$ cat config.mk
export PLATFORM = sky130hd
export DESIGN_NAME = temp_status_cfg
export DESIGN_NICKNAME = d
export VERILOG_FILES = /design/src/core/dummy_unused_never.sv /design/src/core/temp_status_pkg.sv /design/src/core/temp_status_cfg.sv
export SDC_FILE = /design/constraint.sdc
export NUM_CORES = 1
export LEC_CHECK = 0
export BUFFER_PORTS_ARGS = -buffer_cell sky130_fd_sc_hd__buf_2
export CAP_MARGIN = 20
export CORE_MARGIN = 2
export CORE_UTILIZATION = 50
export CTS_CLUSTER_DIAMETER = 150
export DETAILED_ROUTE_END_ITERATION = 16
export GPL_ROUTABILITY_DRIVEN = 0
export MAX_ROUTING_LAYER = met4
export PLACE_DENSITY_LB_ADDON = 0.1
export SLEW_MARGIN = 10
export SYNTH_ARGS = -nofsm -noshare
export SYNTH_HDL_FRONTEND = slang
export SYNTH_SLANG_ARGS = --single-unit
$ cat constraint.sdc
create_clock -name CLK_I -period 7.15 [get_ports CLK_I]
set_input_delay 0.715 -clock CLK_I [delete_from_list [all_inputs] [get_ports CLK_I]]
set_output_delay 0.715 -clock CLK_I [all_outputs]
set_load 0.1 [all_outputs]
$ cat src/core/dummy_unused_never.sv
`timescale 1ns/1ns
`default_nettype none
`default_nettype wire

$ cat src/core/temp_status_pkg.sv
package temp_status_pkg;

  // register indices; byte address is four times the index
  localparam logic [7:0] IDX_STATUS = 8'h02;
  localparam logic [7:0] IDX_CONFIG = 8'h03;
  localparam logic [7:0] IDX_RATE = 8'h04;
  localparam logic [7:0] IDX_INT_HIGH = 8'h05;
  localparam logic [7:0] IDX_INT_LOW = 8'h06;
  localparam logic [7:0] IDX_EXT_HIGH = 8'h07;
  localparam logic [7:0] IDX_EXT_LOW = 8'h08;
  localparam logic [7:0] IDX_CONFIG_MIRROR = 8'h09;
  localparam logic [7:0] IDX_RATE_MIRROR = 8'h0a;
  localparam logic [7:0] IDX_INT_HIGH_MIRROR = 8'h0b;
  localparam logic [7:0] IDX_INT_LOW_MIRROR = 8'h0c;
  localparam logic [7:0] IDX_EXT_HIGH_MIRROR = 8'h0d;
  localparam logic [7:0] IDX_EXT_LOW_MIRROR = 8'h0e;
  localparam logic [7:0] IDX_ONE_SHOT = 8'h0f;

  // status bit positions
  localparam int ST_BUSY = 7;
  localparam int ST_INT_HIGH = 6;
  localparam int ST_INT_LOW = 5;
  localparam int ST_EXT_HIGH = 4;
  localparam int ST_EXT_LOW = 3;
  localparam int ST_FAULT = 2;
  localparam int ST_EXT_CRIT = 1;
  localparam int ST_INT_CRIT = 0;

  // configuration bit positions and writable mask
  localparam int CFG_EVENT_UNMASK = 7;
  localparam int CFG_STANDBY = 6;
  localparam int CFG_COMPARATOR = 5;
  localparam int CFG_REC_DIS = 4;
  localparam int CFG_RANGE_EXT = 2;
  localparam int CFG_AVG_DIS = 1;
  localparam logic [7:0] CFG_WR_MASK = 8'hf6;

  // reset values
  localparam logic [7:0] RST_STATUS = 8'h00;
  localparam logic [7:0] RST_CONFIG = 8'h00;
  localparam logic [3:0] RST_RATE = 4'h6;
  localparam logic [7:0] RST_HIGH_LIMIT = 8'h55;
  localparam logic [7:0] RST_LOW_LIMIT = 8'h00;

  // rate codes: doubling up to the last defined code, else one per second
  localparam logic [3:0] RATE_CODE_MAX = 4'ha;
  localparam logic [3:0] RATE_CODE_FALLBACK = 4'h4;

  // slowest conversion period and the clock
  localparam int unsigned CLK_PERIOD_NS = 10;
  localparam int unsigned SLOWEST_PERIOD_S = 16;
  localparam int unsigned SLOWEST_PERIOD_CYCLES =
    SLOWEST_PERIOD_S * (1000000000 / CLK_PERIOD_NS);

  typedef enum logic {
    CONV_IDLE = 1'b0,
    CONV_RUN = 1'b1
  } conv_state_t;

  // result handed back by the converter at the end of a conversion
  typedef struct packed {
    logic valid;
    logic [7:0] int_temp;
    logic [7:0] ext_temp;
    logic diode_fault;
    logic int_crit;
    logic ext_crit;
  } conv_result_t;

  // live option outputs towards the analog front end
  typedef struct packed {
    logic range_extended;
    logic series_resistance_correction;
    logic dynamic_averaging_disable;
    logic [3:0] rate_code;
  } front_cfg_t;

endpackage

$ cat src/core/temp_status_cfg.sv
`timescale 1ns/1ns
`default_nettype none
// Behaviour
// - status register resets zero, read clears latched event flags
// - busy bit shows conversion, never drives pins
// - internal over-high flag drives event pin
// - internal under-low flag drives event pin
// - external high and low flags drive event
// - diode fault flag drives event pin
// - critical flags drive critical pin, self-clear
// - flags latch until read, comparator follows live
// - pins wait for consecutive count reached
// - configuration reachable at both addresses
// - event unmask bit gates pin outside comparator
// - standby bit stops continuous conversion
// - comparator mode ignores event unmask bit
// - bit four disables series resistance correction
// - bit two selects extended offset-binary range
// - bit one disables dynamic averaging
// - rate register holds four-bit code, default six
// - codes zero to ten double the rate
// - undefined codes give one per second
// - mirrored limits share one storage
// - standby limits apply at next conversion
// - one-shot in idle standby starts conversion
// - consecutive counters count repeats, reset otherwise
module temp_status_cfg
  import temp_status_pkg::*;
#(
  parameter int unsigned RATE_BASE_CYCLES = SLOWEST_PERIOD_CYCLES,
  parameter int CNT_W = 4,
  parameter logic [3:0] CONSEC_COUNT = 4'h1
) (
  input wire logic CLK_I, // 100 MHz clock
  input wire logic SYS_RST_I, // synchronous reset, active high
  input wire logic CE_I, // clock enable, freezes state when low
  input wire logic PSEL_I, // apb select
  input wire logic PENABLE_I, // apb access phase
  input wire logic PWRITE_I, // apb direction
  input wire logic [11:0] PADDR_I, // apb byte address
  input wire logic [31:0] PWDATA_I, // apb write data
  output logic [31:0] PRDATA_O, // apb read data
  output logic PREADY_O, // apb ready
  output logic PSLVERR_O, // apb error on unmapped address
  input wire conv_result_t RESULT_I, // converter result, valid one cycle
  output logic CONV_START_O, // one-cycle conversion start
  output front_cfg_t FRONT_CFG_O, // options for the front end
  output logic EVENT_O, // event pin, active high
  output logic CRIT_O // critical pin, active high
);

  logic [7:0] flags_reg;
  logic [7:0] config_reg;
  logic [3:0] rate_reg;
  logic [7:0] limit_reg [4];
  logic [7:0] limit_used_reg [4];
  logic [31:0] timer_reg;
  logic [CNT_W-1:0] int_cnt_reg;
  logic [CNT_W-1:0] ext_cnt_reg;
  conv_state_t state_reg;
  logic pready_reg;
  logic [31:0] prdata_reg;
  logic pslverr_reg;
  logic start_reg;
  logic event_reg;
  logic crit_reg;
  front_cfg_t front_reg;

  // apb decode; upper address bits must be zero to hit a register
  logic [7:0] idx;
  logic in_range;
  logic access;
  logic wr_done;
  logic rd_done;
  logic mapped;
  logic [1:0] lim_sel;
  logic lim_hit;
  logic [7:0] rd_value;
  assign idx = PADDR_I[9:2];
  assign in_range = (PADDR_I[11:10] == 2'h0) && (PADDR_I[1:0] == 2'h0);
  assign access = PSEL_I && PENABLE_I;
  assign wr_done = access && pready_reg && PWRITE_I && mapped;
  assign rd_done = access && pready_reg && !PWRITE_I && mapped;

  // limit index folding, mirrors land on the same entry
  always_comb begin
    lim_hit = 1'b0;
    lim_sel = 2'h0;
    if (idx >= IDX_INT_HIGH && idx <= IDX_EXT_LOW) begin
      lim_hit = 1'b1;
      lim_sel = 2'(idx - IDX_INT_HIGH);
    end else if (idx >= IDX_INT_HIGH_MIRROR && idx <= IDX_EXT_LOW_MIRROR) begin
      lim_hit = 1'b1;
      lim_sel = 2'(idx - IDX_INT_HIGH_MIRROR);
    end
  end

  // read mux; reserved bits read zero
  always_comb begin
    mapped = in_range;
    rd_value = 8'h00;
    if (lim_hit) begin
      rd_value = limit_reg[lim_sel];
    end else begin
      unique case (idx)
        IDX_STATUS: rd_value = flags_reg;
        IDX_CONFIG, IDX_CONFIG_MIRROR: rd_value = config_reg & CFG_WR_MASK;
        IDX_RATE, IDX_RATE_MIRROR: rd_value = {4'h0, rate_reg};
        IDX_ONE_SHOT: rd_value = 8'h00;
        default: mapped = 1'b0;
      endcase
    end
  end

  // one wait state so read data leaves a flop
  always_ff @(posedge CLK_I) begin
    if (SYS_RST_I) begin
      pready_reg <= 1'b0;
      prdata_reg <= 32'h0000_0000;
      pslverr_reg <= 1'b0;
    end else if (CE_I) begin
      if (access && !pready_reg) begin
        pready_reg <= 1'b1;
        prdata_reg <= {24'h00_0000, rd_value};
        pslverr_reg <= !mapped;
      end else begin
        pready_reg <= 1'b0;
        pslverr_reg <= 1'b0;
      end
    end
  end

  // configuration and rate storage
  always_ff @(posedge CLK_I) begin
    if (SYS_RST_I) begin
      config_reg <= RST_CONFIG;
      rate_reg <= RST_RATE;
    end else if (CE_I && wr_done) begin
      if (idx == IDX_CONFIG || idx == IDX_CONFIG_MIRROR) begin
        config_reg <= PWDATA_I[7:0] & CFG_WR_MASK;
      end
      if (idx == IDX_RATE || idx == IDX_RATE_MIRROR) begin
        rate_reg <= PWDATA_I[3:0];
      end
    end
  end

  // limits written by software; host keeps them in the active format
  always_ff @(posedge CLK_I) begin
    if (SYS_RST_I) begin
      limit_reg[0] <= RST_HIGH_LIMIT;
      limit_reg[1] <= RST_LOW_LIMIT;
      limit_reg[2] <= RST_HIGH_LIMIT;
      limit_reg[3] <= RST_LOW_LIMIT;
    end else if (CE_I && wr_done && lim_hit) begin
      limit_reg[lim_sel] <= PWDATA_I[7:0];
    end
  end

  // conversion period from the rate code
  logic [3:0] eff_code;
  logic [31:0] period;
  assign eff_code = (rate_reg > RATE_CODE_MAX) ? RATE_CODE_FALLBACK : rate_reg;
  assign period = RATE_BASE_CYCLES >> eff_code;

  // start sources: timer in active mode, one-shot, leaving standby
  logic standby;
  logic oneshot_hit;
  logic leave_standby;
  logic start_now;
  assign standby = config_reg[CFG_STANDBY];
  assign oneshot_hit = wr_done && idx == IDX_ONE_SHOT && standby && state_reg == CONV_IDLE;
  assign leave_standby = wr_done && standby && !PWDATA_I[CFG_STANDBY] &&
    (idx == IDX_CONFIG || idx == IDX_CONFIG_MIRROR);
  assign start_now = (state_reg == CONV_IDLE) &&
    (oneshot_hit || (!standby && timer_reg == 32'h0000_0000));

  // conversion sequencer; the timer restarts with every conversion
  always_ff @(posedge CLK_I) begin
    if (SYS_RST_I) begin
      state_reg <= CONV_IDLE;
      timer_reg <= 32'h0000_0000;
      start_reg <= 1'b0;
    end else if (CE_I) begin
      start_reg <= start_now;
      if (start_now) begin
        state_reg <= CONV_RUN;
        timer_reg <= period - 32'h0000_0001;
      end else begin
        if (state_reg == CONV_RUN && RESULT_I.valid) begin
          state_reg <= CONV_IDLE;
        end
        if (leave_standby) begin
          timer_reg <= 32'h0000_0000;
        end else if (!standby && timer_reg != 32'h0000_0000) begin
          timer_reg <= timer_reg - 32'h0000_0001;
        end
      end
    end
  end

  // limits frozen at conversion start, so standby edits wait
  always_ff @(posedge CLK_I) begin
    if (SYS_RST_I) begin
      limit_used_reg[0] <= RST_HIGH_LIMIT;
      limit_used_reg[1] <= RST_LOW_LIMIT;
      limit_used_reg[2] <= RST_HIGH_LIMIT;
      limit_used_reg[3] <= RST_LOW_LIMIT;
    end else if (CE_I && start_now) begin
      limit_used_reg <= limit_reg;
    end
  end

  // live conditions; unsigned compare works for both formats
  logic res_ok;
  logic int_high;
  logic int_low;
  logic ext_high;
  logic ext_low;
  logic int_cond;
  logic ext_cond;
  logic [CNT_W-1:0] int_cnt_next;
  logic [CNT_W-1:0] ext_cnt_next;
  logic int_qual;
  logic ext_qual;
  assign res_ok = RESULT_I.valid && state_reg == CONV_RUN;
  assign int_high = RESULT_I.int_temp > limit_used_reg[0];
  assign int_low = RESULT_I.int_temp <= limit_used_reg[1];
  assign ext_high = RESULT_I.ext_temp > limit_used_reg[2];
  assign ext_low = RESULT_I.ext_temp <= limit_used_reg[3];
  assign int_cond = int_high || int_low || RESULT_I.int_crit;
  assign ext_cond = ext_high || ext_low || RESULT_I.diode_fault || RESULT_I.ext_crit;
  assign int_cnt_next = !int_cond ? '0 : (&int_cnt_reg ? int_cnt_reg : int_cnt_reg + 1'b1);
  assign ext_cnt_next = !ext_cond ? '0 : (&ext_cnt_reg ? ext_cnt_reg : ext_cnt_reg + 1'b1);
  assign int_qual = int_cnt_next >= CNT_W'(CONSEC_COUNT);
  assign ext_qual = ext_cnt_next >= CNT_W'(CONSEC_COUNT);

  // consecutive counters per channel, updated once per result
  always_ff @(posedge CLK_I) begin
    if (SYS_RST_I) begin
      int_cnt_reg <= '0;
      ext_cnt_reg <= '0;
    end else if (CE_I && res_ok) begin
      int_cnt_reg <= int_cnt_next;
      ext_cnt_reg <= ext_cnt_next;
    end
  end

  // flag update; only bits actually returned by a read are cleared
  logic comparator;
  logic [4:0] live_flags;
  logic [4:0] clr_mask;
  assign comparator = config_reg[CFG_COMPARATOR];
  assign live_flags = {int_high && int_qual, int_low && int_qual, ext_high && ext_qual,
                       ext_low && ext_qual, RESULT_I.diode_fault && ext_qual};
  assign clr_mask = (rd_done && idx == IDX_STATUS) ? prdata_reg[6:2] : 5'h00;
  always_ff @(posedge CLK_I) begin
    if (SYS_RST_I) begin
      flags_reg <= RST_STATUS;
    end else if (CE_I) begin
      flags_reg[ST_BUSY] <= start_now || (state_reg == CONV_RUN && !RESULT_I.valid);
      if (comparator) begin
        if (res_ok) begin
          flags_reg[6:2] <= live_flags;
        end
      end else begin
        flags_reg[6:2] <= (flags_reg[6:2] & ~clr_mask) | (res_ok ? live_flags : 5'h00);
      end
      if (res_ok) begin
        if (!RESULT_I.int_crit && !RESULT_I.ext_crit) begin
          flags_reg[1:0] <= 2'h0;
        end else begin
          flags_reg[ST_EXT_CRIT] <= flags_reg[ST_EXT_CRIT] || (RESULT_I.ext_crit && ext_qual);
          flags_reg[ST_INT_CRIT] <= flags_reg[ST_INT_CRIT] || (RESULT_I.int_crit && int_qual);
        end
      end
    end
  end

  // pins follow the flags one cycle later; busy is never included
  always_ff @(posedge CLK_I) begin
    if (SYS_RST_I) begin
      event_reg <= 1'b0;
      crit_reg <= 1'b0;
    end else if (CE_I) begin
      event_reg <= (|flags_reg[6:2]) && (comparator || config_reg[CFG_EVENT_UNMASK]);
      crit_reg <= |flags_reg[1:0];
    end
  end

  // front end options as registered copies of the configuration
  always_ff @(posedge CLK_I) begin
    if (SYS_RST_I) begin
      front_reg <= '0;
    end else if (CE_I) begin
      front_reg.range_extended <= config_reg[CFG_RANGE_EXT];
      front_reg.series_resistance_correction <= !config_reg[CFG_REC_DIS];
      front_reg.dynamic_averaging_disable <= config_reg[CFG_AVG_DIS];
      front_reg.rate_code <= eff_code;
    end
  end
  assign PRDATA_O = prdata_reg;
  assign PREADY_O = pready_reg;
  assign PSLVERR_O = pslverr_reg;
  assign CONV_START_O = start_reg;
  assign FRONT_CFG_O = front_reg;
  assign EVENT_O = event_reg;
  assign CRIT_O = crit_reg;
  // checks on the block's own behaviour
  property p_busy_no_pin;
    @(posedge CLK_I) disable iff (SYS_RST_I || !CE_I)
    $past(flags_reg[6:2] == 5'h00) && $past(CE_I) |-> !EVENT_O;
  endproperty
  a_busy_no_pin: assert property (p_busy_no_pin) else $error("event pin without flag");
  property p_read_clear;
    @(posedge CLK_I) disable iff (SYS_RST_I || !CE_I)
    rd_done && idx == IDX_STATUS && !comparator && !res_ok |=>
      (flags_reg[6:2] & $past(prdata_reg[6:2])) == 5'h00;
  endproperty
  a_read_clear: assert property (p_read_clear) else $error("status read did not clear");
  property p_cfg_mirror;
    @(posedge CLK_I) disable iff (SYS_RST_I || !CE_I)
    wr_done && idx == IDX_CONFIG_MIRROR |=> config_reg == ($past(PWDATA_I[7:0]) & CFG_WR_MASK);
  endproperty
  a_cfg_mirror: assert property (p_cfg_mirror) else $error("config mirror write lost");
  property p_rate_upper;
    @(posedge CLK_I) disable iff (SYS_RST_I)
    PREADY_O && !PWRITE_I && (idx == IDX_RATE || idx == IDX_RATE_MIRROR) |->
      PRDATA_O[7:4] == 4'h0;
  endproperty
  a_rate_upper: assert property (p_rate_upper) else $error("rate upper bits not zero");
  property p_mask_holds;
    @(posedge CLK_I) disable iff (SYS_RST_I || !CE_I)
    $past(!comparator && !config_reg[CFG_EVENT_UNMASK]) && $past(CE_I) |-> !EVENT_O;
  endproperty
  a_mask_holds: assert property (p_mask_holds) else $error("masked event pin asserted");
  property p_comp_ignores_mask;
    @(posedge CLK_I) disable iff (SYS_RST_I || !CE_I)
    comparator && flags_reg[ST_INT_HIGH] |=> EVENT_O;
  endproperty
  a_comp_ignores_mask: assert property (p_comp_ignores_mask) else $error("comparator pin off");
  property p_standby_quiet;
    @(posedge CLK_I) disable iff (SYS_RST_I || !CE_I)
    standby && !oneshot_hit |=> !CONV_START_O;
  endproperty
  a_standby_quiet: assert property (p_standby_quiet) else $error("start during standby");
  property p_oneshot;
    @(posedge CLK_I) disable iff (SYS_RST_I || !CE_I)
    oneshot_hit |=> CONV_START_O ##1 flags_reg[ST_BUSY];
  endproperty
  a_oneshot: assert property (p_oneshot) else $error("one-shot did not start");
  property p_crit_pin;
    @(posedge CLK_I) disable iff (SYS_RST_I || !CE_I)
    flags_reg[1:0] != 2'h0 |=> CRIT_O;
  endproperty
  a_crit_pin: assert property (p_crit_pin) else $error("critical pin not driven");
  property p_consec;
    @(posedge CLK_I) disable iff (SYS_RST_I || !CE_I)
    res_ok && !int_cond |=> int_cnt_reg == '0;
  endproperty
  a_consec: assert property (p_consec) else $error("counter not reset");
  c_conversion: cover property (@(posedge CLK_I) CONV_START_O ##[1:20] res_ok);
  c_event: cover property (@(posedge CLK_I) !EVENT_O ##1 EVENT_O);
  c_crit_release: cover property (@(posedge CLK_I) CRIT_O ##1 !CRIT_O);
  c_oneshot: cover property (@(posedge CLK_I) oneshot_hit);
endmodule
`default_nettype wire

* Word level (Yosys, flattened, before mapping)
Cells that the tools add are included.
Word-level totals: register bits after elaboration 143, bits in latches 0, memory bits (writable) 0, bits in read-only memories 0, input port bits 70, output and inout port bits 44, logic and storage cells 167, memories 0
Cells by class: add/sub/neg operators 6, multiply operators 0, div/mod/pow operators 0, order comparisons 13, eq/ne operators 7, shifts and indexed selects 1, mux-type cells 31, bitwise operators 5, reductions and logical operators 77
Operator list (count):
- $mux W32 | 3
- $sub A32 B1 Y32 const B | 2
- $logic_and A1 B1 Y1 | 36
- $bwmux W32 | 1
- $logic_not A32 Y1 | 1
- $mux W8 | 4
- $reduce_bool A32 Y1 | 1
- $shr A31 B4 Y32 const A | 1
- $eq A8 B4 Y1 const B | 3
- $pmux W8 S3 | 1
- $mux W4 | 5
- $mux W5 | 4
- $bmux W8 S2 | 1
- $demux W8 S2 | 1
- $eq A8 B2 Y1 const B | 2
- $gt A8 B8 Y1 | 2
- $le A8 B4 Y1 const B | 2
- $le A8 B8 Y1 | 2
- $reduce_and A2 Y1 | 7
- $logic_or A1 B1 Y1 | 12
- $logic_not A1 Y1 | 9
- $add A4 B1 Y4 const B | 2
- $eq A8 B3 Y1 const B | 1
- $ge A4 B1 Y1 const B | 2
- 22 further kinds | 35

* Logic depth before layout (Yosys ltp)
Gate-level depths: netlist of run 1.
word-level depth 13, depth in mapped cells 11, gate-level depth less buffers 8

* Worst setup path before layout of run 1
No wires, ideal clock.
kind in2reg, start point input port PADDR_I[2], end point register limit_reg[10] (netlist bit), library setup time 0.129 ns, arrival 2.969 ns, data required time 7.021 ns, slack 4.052 ns, cell stages on the path 10, path buffers 2, cells stage by stage clkbuf_1 inv_1 ha_1 nor3b_1 o21ai_0 a211oi_1 buf_2 nand4_1 mux2i_1 nand2_1
Between the ends: longest elaborated chain between the ends 10, elaborated cells between the ends (all ways) 31, classes of those cells 2 x add/sub; 6 x order compare; 6 x eq/ne; 9 x mux; 1 x bitwise; 7 x reduce/logical
Ends and longest elaborated chain:
- start, declared | RTL line temp_status_cfg.sv:40 | input wire logic [11:0] PADDR_I,
- $ge A8 B4 Y1 / $le A8 B4 Y1 (equally long branches) | RTL line temp_status_cfg.sv:92 | end else if (idx >= IDX_INT_HIGH_MIRROR && idx <= IDX_EXT_LOW_MIRROR) begin
- $logic_and A1 B1 Y1 | RTL line temp_status_cfg.sv:92
- $mux W2 | RTL line temp_status_cfg.sv:92
- $mux W2 | RTL line temp_status_cfg.sv:89 | if (idx >= IDX_INT_HIGH && idx <= IDX_EXT_LOW) begin
- $not A2 Y3 (implied by the code) | RTL line temp_status_cfg.sv:156 | limit_reg[lim_sel] <= PWDATA_I[7:0];
- $ge A3 B3 Y1 (implied by the code) / $lt A3 B1 Y1 (equally long branches) | RTL line temp_status_cfg.sv:156
- $logic_and A1 B1 Y1 (implied by the code) | RTL line temp_status_cfg.sv:156
- $mux W8 (implied by the code) | RTL line temp_status_cfg.sv:156
- $demux W8 S2 | RTL line temp_status_cfg.sv:156
- $bwmux W32 | RTL line temp_status_cfg.sv:156
- end signal, assigned by index | RTL line temp_status_cfg.sv:156
- end, declared | RTL line temp_status_cfg.sv:55 | logic [7:0] limit_reg [4];
Several ways; a longest one is shown, not always the timed one. A chain may end at the register's enable or synchronous reset.

* Final worst setup path of run 1
start point register timer_reg[8], end point register limit_used_reg[11] (netlist bit)
Between the ends: longest elaborated chain between the ends 5
Ends and longest elaborated chain:
- start, declared | RTL line temp_status_cfg.sv:57 | logic [31:0] timer_reg;
- start signal, assigned | RTL line temp_status_cfg.sv:188 | timer_reg <= period - 32'h0000_0001;
- start signal, assigned | RTL line temp_status_cfg.sv:196 | timer_reg <= timer_reg - 32'h0000_0001;
- $logic_not A32 Y1 | RTL line temp_status_cfg.sv:176 | (oneshot_hit || (!standby && timer_reg == 32'h0000_0000));
- $logic_and A1 B1 Y1 | RTL line temp_status_cfg.sv:176
- $logic_or A1 B1 Y1 | RTL line temp_status_cfg.sv:176
- $logic_and A1 B1 Y1 | RTL line temp_status_cfg.sv:175 | assign start_now = (state_reg == CONV_IDLE) &&
- $logic_and A1 B1 Y1 | RTL line temp_status_cfg.sv:209 | end else if (CE_I && start_now) begin
- end signal, assigned | RTL line temp_status_cfg.sv:210 | limit_used_reg <= limit_reg;
- end, declared | RTL line temp_status_cfg.sv:56 | logic [7:0] limit_used_reg [4];
Every way passes these cells.

==> flow_summary.toml, run 1 <==
[die]
die_area_mm2 = 0.0179
initial_core_util_pct = 50.9
fp.dieH_um = 134
die_x_um = 134
io_pins = 114
core_area_mm2 = 0.0165
core.rowCount = 47

[yosys]
synth_area_mm2 = 0.00842
synth.largest_area_cell = "dfxtp_1"
synth_cell_types = 83
ys_warn_count = 0
synth-main-ff-cell = "dfxtp_1"
synthTopCellsByArea = "dfxtp_1, ha_1, mux2i_1"
synth_edf_count = 0
async_flop_share_pct = 0
ys_seq_elements = 143
syn_inst = 1035
syn_area_per_cell_um2 = 8.13
synth_top_area_share_pct = 34.0
seq_area_frac_synth_pct = 34.0

[critical_path]
timing.rr.end = "limit_used_reg[11]"
worstPathArrival_ns = 4.09
startpoint_type = "flop"
end_kind = "flop"
reg2reg_slack_ns = 3.41
cp_max_fo = 38
r2r-start = "timer_reg[8]"
r2r_cells = 6
path_class = "flop to flop"
cp.required_ns = 7.49

[clock_tree]
clkLatencyLatePin_ns = 0.42
clock_path_buffers = 2
clk_pin_slew_ns = 0.06
post_cts_resize_count = 0
htree_levels = 4
root_buffer = "clkbuf_16"
clock_sinks = 143
cts_setup_buffers = 0
cts_made_buffers = 17
cts_tree = "done"
holdBufCountCts = 0

[drt]
drc_errors = 0
drt_iter0_drc = 666
viasPerCell = 5.96
ant_nets = 0
drt-pass1-iter-count = 5
wirelength_um = 24400
vias = 7796
wire_per_inst_um = 18.6

[sta]
min_period_over_period_pct = 52.4
finClkSkew_ns = 0.0124
rsz0062_at_grt = "false"
final_max_slew_viol_count = 0
max_freq_ghz = 0.267
hold_viol_final = 0
worst_pin_slew_ns = 1.12
fin_setup_tns_ns = 0
holdWs_ns = 0.457
fin_crit_ns = 3.74
setup_violations = 0
max_slew_margin_pct = 25.4

[power_and_ir_drop]
cellLeakagePower_uw = 0.00371
power_density_mw_per_mm2 = 307
max-vdd-ir-drop_mv = 0.299

[min_path]
hold_start = "limit_used_reg[5]"
hold_depth = 2
holdPathEnd = "limit_used_reg[5]"
hp-class = "flop to flop"

[place]
hpwl_um = 17300
io_buffer_count = 65

[grt]
grt_util_all_layers_pct = 28.7
grt_overflow = 0
grt_pass1_wl_um = 39500
antenna_found_initial = 0
grt_pass1_vias = 7369
grt_max_degree = 75

[cells_and_area]
final_nets = 1185
fill_cells = 1573
antennaDiodeCount = 0
syn_to_final_growth_pct = 11.3
drive_gt1_share_pct = 14.4

[flow_run]
cap_violations = 0

[status]
status = "finished, final reports clean"
## cell families after synthesis
logic type | after synthesis | share of synthesized area [%]
compound gates | 271 | 21.6
other cells | 2 | 0.0892
mux | 54 | 6.94
fa+ha+maj | 41 | 6.09
flops | 143 | 34.0
simple gates | 380 | 22.7
buf+inv | 136 | 7.71
xor+xnor | 8 | 0.832
## Yosys cell counts, types with 5 or more instances
master	n
a211oi_1	9
a21o_1	5
a21oi_1	82
xnor2_1	6
a22o_1	6
a32o_1	11
nor3_1	20
nor2b_1	8
o32a_1	5
nand2_1	114
or4_1	9
o22ai_1	6
o21ai_0	52
ha_1	41
a21oi_2	7
mux2i_1	46
o211ai_1	12
nor2_1	89
dfxtp_1	143
clkbuf_1	41
o21ai_1	6
nor4_1	11
nand3b_1	5
nand2b_1	8
a32oi_1	7
buf_1	5
and3_1	13
nand4_1	24
o221ai_1	8
or3_1	12
nand3_1	34
nand2_2	6
buf_4	26
a22oi_1	13
inv_1	49
and2_1	5
buf_2	11
mux2_2	5
## placed cells by master (no fill, tap or decap), drive strengths merged, types with 14 or more instances in the layout
| master | n |
|---|---|
| mux2i | 46 |
| clkbuf | 23 |
| buf | 82 |
| ha | 41 |
| nor2 | 89 |
| nor3 | 21 |
| dfxtp | 143 |
| nand3 | 34 |
| o21ai | 58 |
| nor4 | 14 |
| nand2 | 120 |
| nand4 | 24 |
| a21oi | 89 |
| inv | 52 |
| conb | 26 |
## area by class of cell
type / instances / area (um2) / share of cell area (%)
Tap cell: 220 / 275 / 2.94
Clock buffer: 22 / 474 / 5.06
Sequential cell: 143 / 2860 / 30.6
Inverter: 49 / 184 / 1.96
Clock inverter: 10 / 77.6 / 0.828
Multi-Input combinational cell: 780 / 5020 / 53.6
Timing Repair Buffer: 83 / 472 / 5.03
## report_power, final
part | switching, uW | internal (uW) | total (uW) | leakage (uW)
Clock | 354 | 475 | 829 | 0.000267
Sequential | 68.7 | 875 | 944 | 0.00116
Combinational | 735 | 366 | 1100 | 0.00228
Total | 1160 | 1720 | 2870 | 0.00371
## layer usage
| layer | GRT usage, % | part of all wire, % | wire (um) |
|---|---|---|---|
| met5 | - | 0 | 0 |
| met4 | 10.3 | 2.5 | 618 |
| met3 | 4.83 | 6.0 | 1470 |
| met1 | 37.9 | 45 | 11000 |
| met2 | 44.3 | 46 | 11200 |
## critical path: stages, from the launching register on
cell	delay, ns
dfxtp_1	0.37
nor4_2	0.52
nand4_1	0.73
or4_4	0.80
a21oi_4	0.82
nand2_1	0.21
a21oi_1	0.19
## stage by stage
step / total power, uW / setup WS, ns / util [%] / cells / cell area (um2)
after CTS: 2860 / 3.46 / 56.5 / 1303 / 9330
after floorplan: 1800 / 4.05 / - / 1059 / 8510
after global placement: 2020 / 3.01 / 53.1 / 1270 / 8770
final: 2870 / 3.41 / 56.7 / 1307 / 9370
after global routing: 3040 / 3.15 / 56.7 / 1307 / 9370
after detailed placement: 2030 / 3.00 / 53.1 / 1271 / 8780
## worst max-delay path by stage
stage                         endpoint  slack [ns]          from  cells past startpoint
detailed placement        timer_reg[5]        3.00    PADDR_I[6]                      8
finish              limit_used_reg[11]        3.41  timer_reg[8]                      6
global route        limit_used_reg[11]        3.15  timer_reg[8]                      6
CTS                 limit_used_reg[11]        3.46  timer_reg[8]                      6
global placement          timer_reg[5]        3.01    PADDR_I[6]                      8
floorplan                limit_reg[10]        4.05    PADDR_I[2]                     10
No activity file was read; power rests on OpenSTA's default activity.
==> run 2, diff against run 1 <==
==> constraint.sdc (replaced) <==
create_clock -name CLK_I -period 3.8 [get_ports CLK_I]
set_input_delay 0.38 -clock CLK_I [delete_from_list [all_inputs] [get_ports CLK_I]]
set_output_delay 0.38 -clock CLK_I [all_outputs]
set_load 0.1 [all_outputs]
==> run 2 against run 1 <==
Sequential cell count unchanged; critical endpoint is now timer_reg[13]; critical path depth unchanged; routed wire length down 0.29%; clock-buffer cell count down 3; utilization up 0.82 points.
==> flow_summary.toml, run 2 (synthesized netlist as in run 1, its figures left out) <==
[drt]
drt-pass1-iter-count = 5
viasPerCell = 5.93
ant_nets = 0
drc_errors = 0
vias = 7801
drt_iter0_drc = 848
wire_per_inst_um = 18.5
wirelength_um = 24300

[critical_path]
cp.required_ns = 4.09
r2r-start = "timer_reg[21]"
startpoint_type = "flop"
critPathMaxStageDelay_ns = 0.65
crit_chain = "or4_4, or4_1, o41a_1, o21ai_1, buf_4, o221ai_1"
r2r_cells = 6
cp_max_fo = 11
crit_slowest_cell = "or4_1"
timing.rr.end = "timer_reg[13]"
path_class = "flop to flop"
reg2reg_slack_ns = 0.68
end_kind = "flop"
worstPathArrival_ns = 3.41

[clock_tree]
root_buffer = "clkbuf_16"
clkLatencyLatePin_ns = 0.43
cts_setup_buffers = 0
clk_pin_slew_ns = 0.06
cts_tree = "done"
cts_made_buffers = 17
htree_levels = 4
clock_path_buffers = 2
holdBufCountCts = 0
clock_sinks = 143
post_cts_resize_count = 0

[sta]
finClkSkew_ns = 0.00978
hold_viol_final = 0
rsz0062_at_grt = "false"
max_freq_ghz = 0.321
min_period_over_period_pct = 82.0
setup_violations = 0
max_slew_margin_pct = 40.0
fin_crit_ns = 3.12
worst_pin_slew_ns = 0.900
final_max_slew_viol_count = 0
fin_setup_tns_ns = 0

[cells_and_area]
fill_cells = 1559
antennaDiodeCount = 0
final_common_cell = "dfxtp_1"
final_nets = 1196
fin_util_pct = 57.5
final_area_mm2 = 0.00950
final_cell_mix = "dfxtp_1, nand2_1, nor2_1"
drive_gt1_share_pct = 15.2
syn_to_final_growth_pct = 12.9

[place]
io_buffer_count = 65
hpwl_um = 17400
placed_area_mm2 = 0.00887

[grt]
grt_util_all_layers_pct = 28.3
grt_max_degree = 80
grt_pass1_vias = 7365
grt_overflow = 0
grt_pass1_wl_um = 39000
antenna_found_initial = 0

[power_and_ir_drop]
power_density_mw_per_mm2 = 595
cellLeakagePower_uw = 0.00379
max-vdd-ir-drop_mv = 0.340

[die]
core_area_mm2 = 0.0165
die_x_um = 134
initial_core_util_pct = 50.9
io_pins = 114
die_area_mm2 = 0.0179
core.rowCount = 47
fp.dieH_um = 134

[min_path]
hold_start = "RESULT_I[2]"
hold_depth = 3
hp-class = "input port to flop"
holdPathEnd = "flags_reg[2]"

[status]
status = "finished, final reports clean"

[flow_run]
cap_violations = 0
run 2: cell count changes in the layout (fill, tap and decap cells not counted):
cell / previous run / this run
clkinvlp_4: 2 / 1
buf_6: 1 / 0
o31ai_2: 1 / 0
buf_4: 16 / 29
clkbuf_2: 1 / 0
clkbuf_1: 2 / 0
clkbuf_8: 3 / 2
clkinv_2: 2 / 1
o31ai_1: 2 / 3
inv_6: 3 / 2
bufinv_16: 0 / 3
inv_8: 0 / 1
run 2: where the power goes:
part / internal, uW / leakage (uW) / switching [uW] / total [uW]
Combinational: 737 / 0.00234 / 1400 / 2130
Sequential: 1650 / 0.00116 / 127 / 1770
Clock: 1070 / 0.000298 / 678 / 1750
Total: 3450 / 0.00379 / 2200 / 5650
run 2: layout make-up:
cell class / count / area (um2) / share of cell area (%)
timing repair buffer: 94 / 553 / 5.82
clock inverter: 11 / 158 / 1.66
sequential: 143 / 2860 / 30.1
clock buffer: 19 / 453 / 4.77
tap: 220 / 275 / 2.90
inverter: 49 / 184 / 1.94
multi-input combinational: 780 / 5020 / 52.8
run 2: worst max-delay path: cells and delay by family, from the launching register on:
family | cells | cell delay [ns]
simple gates | 2 | 1.22
flops | 1 | 0.37
compound gates | 3 | 1.13
buf+inv | 1 | 0.27
run 2: worst max-delay path by stage:
stage,startpoint,end,cells past startpoint
floorplan,PREADY_O,limit_used_reg[22],8
global placement,PADDR_I[2],timer_reg[5],9
detailed placement,PADDR_I[2],timer_reg[5],9
CTS,timer_reg[21],timer_reg[5],6
global route,timer_reg[21],timer_reg[11],7
finish,timer_reg[21],timer_reg[13],6
run 2: per-layer routing:
| metal | global-route usage, % | vias to the layer above | wire length (um) |
|---|---|---|---|
| li1 | - | 3837 | - |
| met1 | 36.6 | 3649 | 11100 |
| met2 | 44.4 | 265 | 11300 |
| met3 | 5.29 | 50 | 1260 |
| met4 | 10.0 | 0 | 641 |
| met5 | - | - | 0 |
run 2: stage by stage:
step / worst slack [ns] / hold WS, ns / total power [uW] / instances
after global placement: 0.589 / 0.440 / 3860 / 1284
after global routing: 0.626 / 0.238 / 5940 / 1316
final: 0.684 / 0.218 / 5650 / 1316
after CTS: 0.684 / 0.211 / 5620 / 1314
after floorplan: 0.994 / 0.432 / 3380 / 1059
after detailed placement: 0.584 / 0.446 / 3870 / 1284
